File: src/sscr_map.vh
`ifndef SSCR_MAP_VH
`define SSCR_MAP_VH
// ----------------------------------------
// Register offsets
// ----------------------------------------
`define SSCR_OFF_RESP 7'h10
`define SSCR_OFF_IADDR 7'h12
`define SSCR_OFF_PC 7'h14
`define SSCR_OFF_XCTL 7'h16
`define SSCR_OFF_PWID 7'h18
// ----------------------------------------
// Response register fields, plus program counter step and transfer control wide bits
// ----------------------------------------
`define SSCR_B_ALLRESP 6
`define SSCR_B_PAUSE 5
`define SSCR_B_RECON 4
`define SSCR_B_RSELV 3
`define SSCR_B_SELV 1
`define SSCR_B_SELA 0
`define SSCR_B_RSELA 2
`define SSCR_B_STEP 7
`define SSCR_B_WIDE 7
// ----------------------------------------
// Reset values
// ----------------------------------------
`define SSCR_RST_BYTE 8'h00
`define SSCR_RST_PC 7'h00
`define SSCR_RST_W3 3'h0
// ----------------------------------------
// Timing counts
// ----------------------------------------
`define SSCR_DONE_LAT 2'h1
`endif

File: src/sscr_regs.v
// Notes on behaviour
// - All-response clear: answer enables drop on BSY answer, bus reset, unexpected disconnect.
// - All-response set: answer enables also drop when matching vector enables drop.
// - Pause bit stops a non-register-file transfer at block boundary, target mode only.
// - After the bus transfer stops, instruction transfer completes, hardware clears pause one edge later.
// - Sending: DMA side stops at next or current boundary; FIFO drains, then proceed.
// - Receiving: stop at next boundary; on boundary already, one more block first.
// - Without pause, transfer ends when count pipeline goes busy to idle.
// - Reconnect enable: valid DMA request starts sequencer at DMA reconnect vector.
// - Reselect vector enable: reselection starts sequencer at reselection vector.
// - Reselect answer enable permits reselection answer; cleared by disconnect, reset, connect.
// - Select vector enable: selection starts sequencer at selection vector.
// - Select answer enable permits selection answer; cleared by disconnect, reset, connect.
// - Read-only field holds address of last instruction that raised instruction interrupt.
// - Program counter reads executing address while running, last address when idle.
// - Idle, no interrupt, bit 7 clear: write starts normal run at address.
// - Same conditions, bit 7 set: one instruction, then halt at next address.
// - Interrupt pending while idle: write ignored, stays idle, start rejected raised.
// - Write while running: address kept, run continues, start rejected raised.
// - Wide bit selects 16-bit data phase; software negotiates width first.
// - Six-bit synchronous offset; zero selects asynchronous handshake.
// - Three-bit field sets minimum negated width of REQ and ACK in clocks.
// - Three-bit field sets minimum asserted width of REQ and ACK in clocks.
`timescale 1ns/1ps
`default_nettype none
`include "sscr_map.vh"
module sscr_regs (
  input wire clk, // System clock
  input wire rst, // Async reset, active high
  input wire [6:0] reg_addr, // Register address
  input wire [7:0] reg_wdata, // Write data
  input wire reg_wr, // Write strobe, one cycle
  input wire reg_rd, // Read strobe, one cycle
  output reg [7:0] reg_rdata_reg, // Read data
  input wire target_mode, // High in target mode
  input wire dma_master, // SCSI section is DMA master
  input wire dir_send, // High when sending to SCSI bus
  input wire xfer_active, // Non register-file transfer running
  input wire block_boundary, // Transfer sits on a block boundary
  input wire fifo_empty, // Data FIFO empty
  input wire pipe_busy_to_idle, // Count pipeline busy to idle pulse
  input wire bsy_answer, // Device answered (re)selection with BSY
  input wire bus_connect, // Any connection to the bus
  input wire bus_reset_irq, // Bus reset interrupt pulse
  input wire unexpected_disconnect_irq, // Unexpected disconnect pulse
  input wire selected_pin, // Selected by another device (async)
  input wire reselected_pin, // Reselected by another device (async)
  input wire dma_req_pin, // DMA request (async)
  input wire [6:0] selection_vector, // Start address on selection
  input wire [6:0] reselection_vector, // Start address on reselection
  input wire [6:0] dma_reconnect_vector, // Start address on reconnect
  input wire interrupt_status_raw, // Any raw status bit set
  input wire instr_done, // Sequencer instruction completed
  input wire [6:0] instr_next_addr, // Next address of normal flow
  input wire instr_int, // Completed instruction set interrupt flag
  input wire instr_stop, // Completed instruction halts sequencer
  output reg seq_running_reg, // Sequencer running
  output reg [6:0] sequencer_pc_reg, // Current address
  output reg seq_start_reg, // Start pulse
  output reg start_rejected_irq_reg, // Start rejected pulse
  output reg select_answer_enable_reg, // Low-level selection enable
  output reg reselect_answer_enable_reg, // Low-level reselection enable
  output reg pause_dma_reg, // Stop DMA port side
  output reg pause_scsi_reg, // Stop SCSI side
  output reg xfer_done_reg, // Transfer part of instruction ended
  output reg wide_data_phase_reg, // 16-bit data phase
  output reg [5:0] sync_offset_reg, // Max synchronous offset
  output reg async_mode_reg, // Offset zero
  output reg [2:0] negated_width_reg, // REQ/ACK negated width
  output reg [2:0] asserted_width_reg // REQ/ACK asserted width
);
  // ----------------------------------------
  // Declarations
  // ----------------------------------------
  reg clear_all_on_high_clear_reg;
  reg block_boundary_pause_reg;
  reg dma_reconnect_enable_reg;
  reg reselect_vector_enable_reg;
  reg select_vector_enable_reg;
  reg [6:0] interrupting_instr_address_reg;
  reg step_mode_reg;
  reg extra_block_reg;
  reg seen_off_reg;
  wire sel_rise;
  wire rsel_rise;
  wire dma_rise;
  wire wr_resp;
  wire wr_pc;
  wire sel_start;
  wire rsel_start;
  wire dma_start;
  wire hw_start;
  wire sel_drop;
  wire rsel_drop;
  wire low_clear;
  wire pause_ok;
  wire pause_hit;
  // ----------------------------------------
  // Pin synchronisers
  // ----------------------------------------
  sscr_edge u_sel (
    .clk(clk),
    .rst(rst),
    .pin(selected_pin),
    .level(),
    .rise(sel_rise)
  );
  sscr_edge u_rsel (
    .clk(clk),
    .rst(rst),
    .pin(reselected_pin),
    .level(),
    .rise(rsel_rise)
  );
  sscr_edge u_dma (
    .clk(clk),
    .rst(rst),
    .pin(dma_req_pin),
    .level(),
    .rise(dma_rise)
  );
  // ----------------------------------------
  // Decode and event terms
  // ----------------------------------------
  assign wr_resp = reg_wr & (reg_addr == `SSCR_OFF_RESP);
  assign wr_pc = reg_wr & (reg_addr == `SSCR_OFF_PC);
  // Hardware starts, selection ahead of reselection ahead of reconnect
  assign sel_start = sel_rise & select_vector_enable_reg & ~seq_running_reg;
  assign rsel_start = rsel_rise & reselect_vector_enable_reg & ~seq_running_reg;
  assign dma_start = dma_rise & dma_reconnect_enable_reg & ~seq_running_reg;
  assign hw_start = sel_start | rsel_start | dma_start;
  // Vector enables dropping by software write
  assign sel_drop = wr_resp & select_vector_enable_reg & ~reg_wdata[`SSCR_B_SELV];
  assign rsel_drop = wr_resp & reselect_vector_enable_reg & ~reg_wdata[`SSCR_B_RSELV];
  // Common clear of both answer enables
  assign low_clear = bsy_answer | bus_connect | bus_reset_irq |
    unexpected_disconnect_irq;
  // Pause applies only in target mode as DMA master
  assign pause_ok = block_boundary_pause_reg & target_mode & dma_master &
    xfer_active;
  // No re-arm in the cycle the pause bit is being cleared
  assign pause_hit = pause_ok & block_boundary & ~extra_block_reg & ~seen_off_reg;
  // ----------------------------------------
  // Response register
  // ----------------------------------------
  always @(posedge clk or posedge rst) begin
    if (rst) begin
      clear_all_on_high_clear_reg <= 1'b0;
      block_boundary_pause_reg <= 1'b0;
      dma_reconnect_enable_reg <= 1'b0;
      reselect_vector_enable_reg <= 1'b0;
      select_vector_enable_reg <= 1'b0;
      select_answer_enable_reg <= 1'b0;
      reselect_answer_enable_reg <= 1'b0;
    end else begin
      if (wr_resp) begin
        clear_all_on_high_clear_reg <= reg_wdata[`SSCR_B_ALLRESP];
        dma_reconnect_enable_reg <= reg_wdata[`SSCR_B_RECON];
        reselect_vector_enable_reg <= reg_wdata[`SSCR_B_RSELV];
        select_vector_enable_reg <= reg_wdata[`SSCR_B_SELV];
      end
      // Hardware clears of answer enables win over a write setting them
      if (low_clear) begin
        select_answer_enable_reg <= 1'b0;
        reselect_answer_enable_reg <= 1'b0;
      end else begin
        if (wr_resp) begin
          select_answer_enable_reg <= reg_wdata[`SSCR_B_SELA];
          reselect_answer_enable_reg <= reg_wdata[`SSCR_B_RSELA];
        end
        if (clear_all_on_high_clear_reg && sel_drop) begin
          select_answer_enable_reg <= 1'b0;
        end
        if (clear_all_on_high_clear_reg && rsel_drop) begin
          reselect_answer_enable_reg <= 1'b0;
        end
      end
      // Pause clears itself once the bus side has stopped
      if (seen_off_reg) begin
        block_boundary_pause_reg <= 1'b0;
      end else if (wr_resp) begin
        block_boundary_pause_reg <= reg_wdata[`SSCR_B_PAUSE];
      end
    end
  end
  // ----------------------------------------
  // Pause sequencing and transfer end
  // ----------------------------------------
  always @(posedge clk or posedge rst) begin
    if (rst) begin
      extra_block_reg <= 1'b0;
      pause_dma_reg <= 1'b0;
      pause_scsi_reg <= 1'b0;
      seen_off_reg <= 1'b0;
      xfer_done_reg <= 1'b0;
    end else begin
      seen_off_reg <= 1'b0;
      xfer_done_reg <= 1'b0;
      // Receiving, set on a boundary: one more block before stopping
      if (wr_resp && reg_wdata[`SSCR_B_PAUSE] && !block_boundary_pause_reg &&
          !dir_send && block_boundary) begin
        extra_block_reg <= 1'b1;
      end else if (extra_block_reg && !block_boundary) begin
        extra_block_reg <= 1'b0;
      end
      if (pause_hit && dir_send) begin
        pause_dma_reg <= 1'b1;
      end
      if (pause_hit && !dir_send) begin
        pause_scsi_reg <= 1'b1;
      end
      // Stopped once FIFO drained (sending) or emptied (receiving)
      if ((pause_dma_reg || pause_scsi_reg) && fifo_empty && !seen_off_reg) begin
        pause_dma_reg <= 1'b0;
        pause_scsi_reg <= 1'b0;
        seen_off_reg <= 1'b1;
        xfer_done_reg <= 1'b1;
      end else if (pipe_busy_to_idle && !block_boundary_pause_reg) begin
        xfer_done_reg <= 1'b1;
      end
    end
  end
  // ----------------------------------------
  // Sequencer start, step and address
  // ----------------------------------------
  always @(posedge clk or posedge rst) begin
    if (rst) begin
      seq_running_reg <= 1'b0;
      sequencer_pc_reg <= `SSCR_RST_PC;
      seq_start_reg <= 1'b0;
      start_rejected_irq_reg <= 1'b0;
      step_mode_reg <= 1'b0;
      interrupting_instr_address_reg <= `SSCR_RST_PC;
    end else begin
      seq_start_reg <= 1'b0;
      start_rejected_irq_reg <= 1'b0;
      if (seq_running_reg) begin
        if (wr_pc) begin
          start_rejected_irq_reg <= 1'b1;
        end
        if (instr_done) begin
          if (instr_int) begin
            interrupting_instr_address_reg <= sequencer_pc_reg;
          end
          // Idle keeps last executed address unless single step
          if (step_mode_reg) begin
            sequencer_pc_reg <= instr_next_addr;
            seq_running_reg <= 1'b0;
          end else if (instr_stop) begin
            seq_running_reg <= 1'b0;
          end else begin
            sequencer_pc_reg <= instr_next_addr;
          end
        end
      end else if (sel_start) begin
        sequencer_pc_reg <= selection_vector;
        seq_running_reg <= 1'b1;
        seq_start_reg <= 1'b1;
        step_mode_reg <= 1'b0;
        start_rejected_irq_reg <= wr_pc;
      end else if (rsel_start) begin
        sequencer_pc_reg <= reselection_vector;
        seq_running_reg <= 1'b1;
        seq_start_reg <= 1'b1;
        step_mode_reg <= 1'b0;
        start_rejected_irq_reg <= wr_pc;
      end else if (dma_start) begin
        sequencer_pc_reg <= dma_reconnect_vector;
        seq_running_reg <= 1'b1;
        seq_start_reg <= 1'b1;
        step_mode_reg <= 1'b0;
        start_rejected_irq_reg <= wr_pc;
      end else if (wr_pc) begin
        if (interrupt_status_raw) begin
          start_rejected_irq_reg <= 1'b1;
        end else begin
          sequencer_pc_reg <= reg_wdata[6:0];
          step_mode_reg <= reg_wdata[`SSCR_B_STEP];
          seq_running_reg <= 1'b1;
          seq_start_reg <= 1'b1;
        end
      end
    end
  end
  // ----------------------------------------
  // Transfer control and pulse width registers
  // ----------------------------------------
  always @(posedge clk or posedge rst) begin
    if (rst) begin
      wide_data_phase_reg <= 1'b0;
      sync_offset_reg <= 6'h00;
      async_mode_reg <= 1'b1;
      negated_width_reg <= `SSCR_RST_W3;
      asserted_width_reg <= `SSCR_RST_W3;
    end else begin
      if (reg_wr && reg_addr == `SSCR_OFF_XCTL) begin
        wide_data_phase_reg <= reg_wdata[`SSCR_B_WIDE];
        sync_offset_reg <= reg_wdata[5:0];
        async_mode_reg <= (reg_wdata[5:0] == 6'h00);
      end
      if (reg_wr && reg_addr == `SSCR_OFF_PWID) begin
        negated_width_reg <= reg_wdata[6:4];
        asserted_width_reg <= reg_wdata[2:0];
      end
    end
  end
  // ----------------------------------------
  // Read data, registered one cycle after the strobe
  // ----------------------------------------
  always @(posedge clk or posedge rst) begin
    if (rst) begin
      reg_rdata_reg <= `SSCR_RST_BYTE;
    end else if (reg_rd) begin
      case (reg_addr)
        `SSCR_OFF_RESP: reg_rdata_reg <= {1'b0, clear_all_on_high_clear_reg,
          block_boundary_pause_reg, dma_reconnect_enable_reg,
          reselect_vector_enable_reg, reselect_answer_enable_reg,
          select_vector_enable_reg, select_answer_enable_reg};
        `SSCR_OFF_IADDR: reg_rdata_reg <= {1'b0, interrupting_instr_address_reg};
        `SSCR_OFF_PC: reg_rdata_reg <= {step_mode_reg, sequencer_pc_reg};
        `SSCR_OFF_XCTL: reg_rdata_reg <= {wide_data_phase_reg, 1'b0, sync_offset_reg};
        `SSCR_OFF_PWID: reg_rdata_reg <= {1'b0, negated_width_reg, 1'b0,
          asserted_width_reg};
        default: reg_rdata_reg <= `SSCR_RST_BYTE;
      endcase
    end
  end
endmodule // sscr_regs
`default_nettype wire

File: src/sscr_sync.v
`timescale 1ns/1ps
`default_nettype none
// ----------------------------------------
// Three-stage synchroniser, change once stages 2 and 3 agree
// ----------------------------------------
module sscr_sync (
  input wire clk, // System clock
  input wire rst, // Async reset
  input wire d, // Pin input
  output reg q // Filtered level
);
  reg s1_reg;
  reg s2_reg;
  reg s3_reg;
  // Shift chain and agreement filter
  always @(posedge clk or posedge rst) begin
    if (rst) begin
      s1_reg <= 1'b0;
      s2_reg <= 1'b0;
      s3_reg <= 1'b0;
      q <= 1'b0;
    end else begin
      s1_reg <= d;
      s2_reg <= s1_reg;
      s3_reg <= s2_reg;
      if (s2_reg == s3_reg) begin
        q <= s3_reg;
      end
    end
  end
endmodule // sscr_sync
`default_nettype wire

File: src/sscr_edge.v
`timescale 1ns/1ps
`default_nettype none
// ----------------------------------------
// Synchronised pin with rising-edge pulse
// ----------------------------------------
module sscr_edge (
  input wire clk, // System clock
  input wire rst, // Async reset
  input wire pin, // Raw pin
  output wire level, // Clean level
  output wire rise // One-cycle rising pulse
);
  reg last_reg;
  sscr_sync u_sync (
    .clk(clk),
    .rst(rst),
    .d(pin),
    .q(level)
  );
  // Previous filtered level
  always @(posedge clk or posedge rst) begin
    if (rst) begin
      last_reg <= 1'b0;
    end else begin
      last_reg <= level;
    end
  end
  assign rise = level & ~last_reg;
endmodule // sscr_edge
`default_nettype wire

File: config.mk
export PLATFORM = sky130hd
export DESIGN_NAME = sscr_regs
export DESIGN_NICKNAME = d
export VERILOG_FILES = /design/src/sscr_regs.v /design/src/sscr_sync.v /design/src/sscr_edge.v
export VERILOG_INCLUDE_DIRS = /design/src /design/src/src
export SDC_FILE = /design/constraint.sdc
export NUM_CORES = 1
export LEC_CHECK = 0
export BUFFER_PORTS_ARGS = -buffer_cell sky130_fd_sc_hd__buf_2
export CAP_MARGIN = 20
export CORE_MARGIN = 10
export CORE_UTILIZATION = 50
export DETAILED_ROUTE_END_ITERATION = 8
export PLACE_DENSITY = 0.87
export SETUP_SLACK_MARGIN = 0.02
export SLEW_MARGIN = 20
export SYNTH_ARGS = -nofsm -noshare
export SYNTH_HDL_FRONTEND = slang
export SYNTH_SLANG_ARGS = --single-unit
File: constraint.sdc
create_clock -name clk -period 5.1 [get_ports clk]
set_input_delay 1.02 -clock clk [delete_from_list [all_inputs] [get_ports clk]]
set_output_delay 1.02 -clock clk [all_outputs]
set_load 0.05 [all_outputs]
* Word-level counts from Yosys, hierarchy flattened *
Cells that the tools add are included.
W data, S select, Z words.

operators by class
  equal/unequal tests = 12
  multiplexer cells = 49
  bitwise gates (word level) = 32
  reductions and logical operators = 31

operators by type and width
  kind                  count
  $mux W7               9
  $pmux W8 S5           1
  $mux W1               39
  $eq A7 B5 Y1 const B  5
  $and A1 B1 Y1         21
  $logic_and A1 B1 Y1   14
  $not A1 Y1            8
  $reduce_bool A2 Y1    4
  $logic_not A6 Y1      1
  $reduce_and A3 Y1     2
  $reduce_bool A3 Y1    2
  $ne A5 B1 Y1 const B  1
  $reduce_bool A5 Y1    1
  $logic_not A1 Y1      4
  $ne A4 B1 Y1 const B  1
  $reduce_and A4 Y1     1
  $reduce_bool A4 Y1    1
  $eq A1 B1 Y1          3
  $ne A3 B2 Y1 const B  1
  $or A1 B1 Y1          3
  $ne A2 B2 Y1 const B  1
  $logic_or A1 B1 Y1    1

storage, ports and cells
  flip-flop bits (word level) = 67
  bits of input ports = 65
  output and inout bits = 37
  word-level logic and storage cells = 163

* Longest topological paths before layout *
  depth after elaboration = 9
  depth in mapped cells = 6
  gate-level depth less buffers = 4

* Hierarchy *
Synthesis repeated with hierarchy kept, for this count alone.

unflattened totals
  cells, all modules = 267
  area total of the unflattened synthesis = 3200.6 um^2

modules (own cells, without submodules)
  module     instances  cells an instance  area each (um^2)  sequential area each (um^2)
  sscr_regs  1          240                2727.6            1302.5
  sscr_sync  3          6                  115.1             100.1
  sscr_edge  3          3                  42.5              25.0

* Least setup slack after synthesis *
Ideal clock, no wire load.

  path kind = input port to flip-flop
  from = in reg_addr[3]
  to = reg step_mode_reg
  setup time = 0.111 ns
  arrival = 2.233 ns
  required time = 4.989 ns
  slack = 2.756 ns
  cell stages on the path = 6
  path buffers = 2
  cell sequence = clkbuf_1 -> nor4b_1 -> and4_1 -> buf_4 -> nand2_1 -> a2111oi_2

between the ends
  cells in the longest elaborated chain, start to end = 4

ends and longest elaborated chain
  item                                 RTL line         RTL
  start: declaration                   sscr_regs.v:30   input wire [6:0] reg_addr,
  $eq A7 B5 Y1                         --
  $and A1 B1 Y1                        sscr_regs.v:126  assign wr_pc = reg_wr & (reg_addr == `SSCR_OFF_PC);
  $reduce_bool A4 Y1 (no source line)  --
  $reduce_and A3 Y1 (no source line)   --
  end signal: assignment               sscr_regs.v:278  step_mode_reg <= reg_wdata[`SSCR_B_STEP];
  end: declaration                     sscr_regs.v:81   reg step_mode_reg;

Every way passes these cells.
A chain may end at the register's enable or synchronous reset.

* Worst setup path in the final report *
  from = reg seq_running_reg
  to = out seq_running_reg

RTL lines
  item                      RTL line         RTL
  start: declaration        sscr_regs.v:57   output reg seq_running_reg,
  start signal: assignment  sscr_regs.v:228  seq_running_reg <= 1'b0;
  start signal: assignment  sscr_regs.v:248  seq_running_reg <= 1'b0;
  start signal: assignment  sscr_regs.v:250  seq_running_reg <= 1'b0;

No word-level cell between the ends.

==> flow_summary.yaml <==
synth:
  syn_inst: 273
  synth_top_family_by_area: "simple AND/OR/NAND/NOR gates"
  ys_warn_count: 0
  syn_area_per_cell_um2: 11.8
  synth_top_area_share_pct: 51.4
  synth-compound-area-share_pct: 14.0
  synth-async-reset-ratio_pct: 100
  ys_types: 53
  synthXorXnorAreaFrac_pct: 0
  yosys_register_bits: 67
  synth_edf_count: 0
  synthMuxAreaShare_pct: 13.7
  synth_area_mm2: 0.00321
  post-synth-top-area-cell: "dfrtp_1"
  yosys.area_share.adder_pct: 0.935
  ys_seq_area_share_pct: 52.3
  synth.most_common_cell: "dfrtp_1"
  synth.area.top_cells: "dfrtp_1 (51%), mux2_2 (7.4%), mux2i_1 (5.6%)"
  synthTopCellsByCount: "dfrtp_1 (66), nand2_1 (22), mux2_2 (21)"
  synth_nets: 338
  synth_simple_gate_area_share_pct: 16.0
  synthFlopType: "dfrtp_1"
worst_setup_path:
  r2r_setup_slack_ns: 2.59
  regToRegEndpoint: "sequencer_pc_reg[3]"
  crit_arrival_ns: 1.73
  cp_top_family: "flip-flops"
  startpoint: "seq_running_reg"
  crit_type: "flip-flop to output port"
  crit_chain: "buf_2"
  crit_end: "seq_running_reg"
  required_ns: 4.08
  critPathLaunchType: "flip-flop"
  crit_slowest_cell: "dfrtp_1"
  worstSetupEndpointType: "output port"
  ff2ff_path_depth: 4
  crit_path_max_incr_delay_ns: 0.96
  worst-path-buf-inv: 1
  timing.rr.start: "seq_running_reg"
  crit_cells: 1
  critPathMaxFanout: 29
final_layout:
  nNetsFinal: 436
  largest_reg_flops: 8
  multi_input_area_mm2: 0.00143
  fill_cells: 503
  antenna_cells: 0
  areaGrowthSynthToFinish_pct: 22.8
  finalNonFillerCells: 453
  regArea_mm2: 0.00168
  finish.utilization_pct: 62.8
  drive_above_1_share_pct: 39.4
route:
  ant_nets: 0
  drt_iter0_markers: 160
  viasPerCell: 5.90
  firstDrtPassIters: 4
  drc: 0
  vias: 2673
  routedWlPerCell_um: 19.7
  routed_wl_um: 8940
hold_path:
  hp-class: "flip-flop to flip-flop"
  min_from: "u_sel.u_sync.s1_reg"
die:
  num_io_pins: 102
  die_y_um: 100
  core_area_mm2: 0.00628
  die_x_um: 100
  rows: 29
  initial_utilization_pct: 51.1
  die-area_mm2: 0.0100
pwr:
  peakVddDrop_mv: 0.263
  p_total_mw: 1.62
  p_leak_nw: 1.91
  powerDensity_mw_per_mm2: 411
cts:
  root_buffer: "clkbuf_8"
  worstSkewPairLatency_ns: 0.35
  clk_pin_slew_ns: 0.08
  postCtsSetupRepairBufs: 0
  numCtsBuffers: 9
  htreeDepth: 3
  clockBufferDepth: 2
  ctsResizeCount: 0
  cts_tree: "yes"
  cts.sinks: 67
  postCtsHoldBufs: 0
timing:
  fin_setup_tns_ns: 0
  hold_violations: 0
  fin_ws_ns: 2.35
  fmax_mhz: 364
  fin_crit_ns: 2.75
  worst_slew_pin_slew_ns: 0.942
  rsz0062_at_grt: "no"
  max_slew_margin_pct: 37.2
  finalMaxSlewViolations: 0
  final.setup_skew_ns: 0.0108
  setup_viol: 0
  finalCritPeriodShare_pct: 53.9
global_route:
  grt_pass1_vias: 2812
  gr-total-overflow: 0
  grt_max_degree: 46
  antenna_found_initial: 0
  grt_usage_pct: 17.8
  grt_pass1_wl_um: 14200
place:
  place_congestion: 0.843
  place_ws_ns: 2.45
  portBuffers: 101
  dp.cells: 437
  dpl.hpwl_um: 6850
job:
  cap_violations: 0
outcome:
  status: "finished, final reports clean"
area by class of cell:
| class | instances | area share, % |
|---|---|---|
| Clock buffer | 10 | 3.49 |
| Clock inverter | 6 | 1.65 |
| Inverter | 6 | 0.571 |
| Multi-Input combinational cell | 185 | 36.3 |
| Sequential cell | 67 | 42.5 |
| Tap cell | 77 | 2.44 |
| Timing Repair Buffer | 102 | 13.0 |
power breakdown:
| part | internal (mW) | switching, mW | leakage [nW] |
|---|---|---|---|
| registers | 0.615 | 0.104 | 0.848 |
| clock network | 0.238 | 0.207 | 0.0905 |
| logic | 0.167 | 0.291 | 0.969 |
| total | 1.02 | 0.602 | 1.91 |
layout by cell type, fill, tap and decap left out, types with 7 or more instances in the layout:
master	n
o21ai_0	8
mux2i_1	18
clkbuf_8	10
dfrtp_1	66
a2111o_1	7
o2bb2ai_1	12
nor2_1	13
a22oi_1	7
buf_2	101
mux2_2	21
nor2b_1	11
nor3_1	9
nand2_1	22
how the worst min path moves through the flow:
stage	to	cells after the start	slack (ns)
finish	u_sel.u_sync.s2_reg	0	0.35
global route	u_sel.u_sync.s2_reg	0	0.36
CTS	u_sel.u_sync.s2_reg	0	0.36
detailed placement	u_sel.u_sync.s2_reg	0	0.34
global placement	u_dma.u_sync.s2_reg	0	0.33
floorplan	u_dma.u_sync.s2_reg	0	0.33
cells by family after synthesis:
family	count (synthesis)
AO/OA/AOI/OAI	58
adder cells (fa/ha/maj)	3
buffers and inverters	21
flip-flops	67
multiplexers	40
AND/OR/NAND/NOR	84
through the flow:
step / hold slack [ns] / area (um2)
floorplan: 0.331 / 3210
global placement: 0.335 / 3740
detailed placement: 0.339 / 3740
CTS: 0.356 / 3940
global route: 0.362 / 3940
finish: 0.350 / 3940
per-layer routing:
layer	vias to the layer above	part of all wire, %	global-route usage [%]
met1	1311	40	21.3
met2	123	49	29.0
met3	13	8.9	6.11
met4	0	1.8	6.74
li1	1226	-	-
met5	-	0	0
Note: power is estimated with default switching activity, not from simulation.
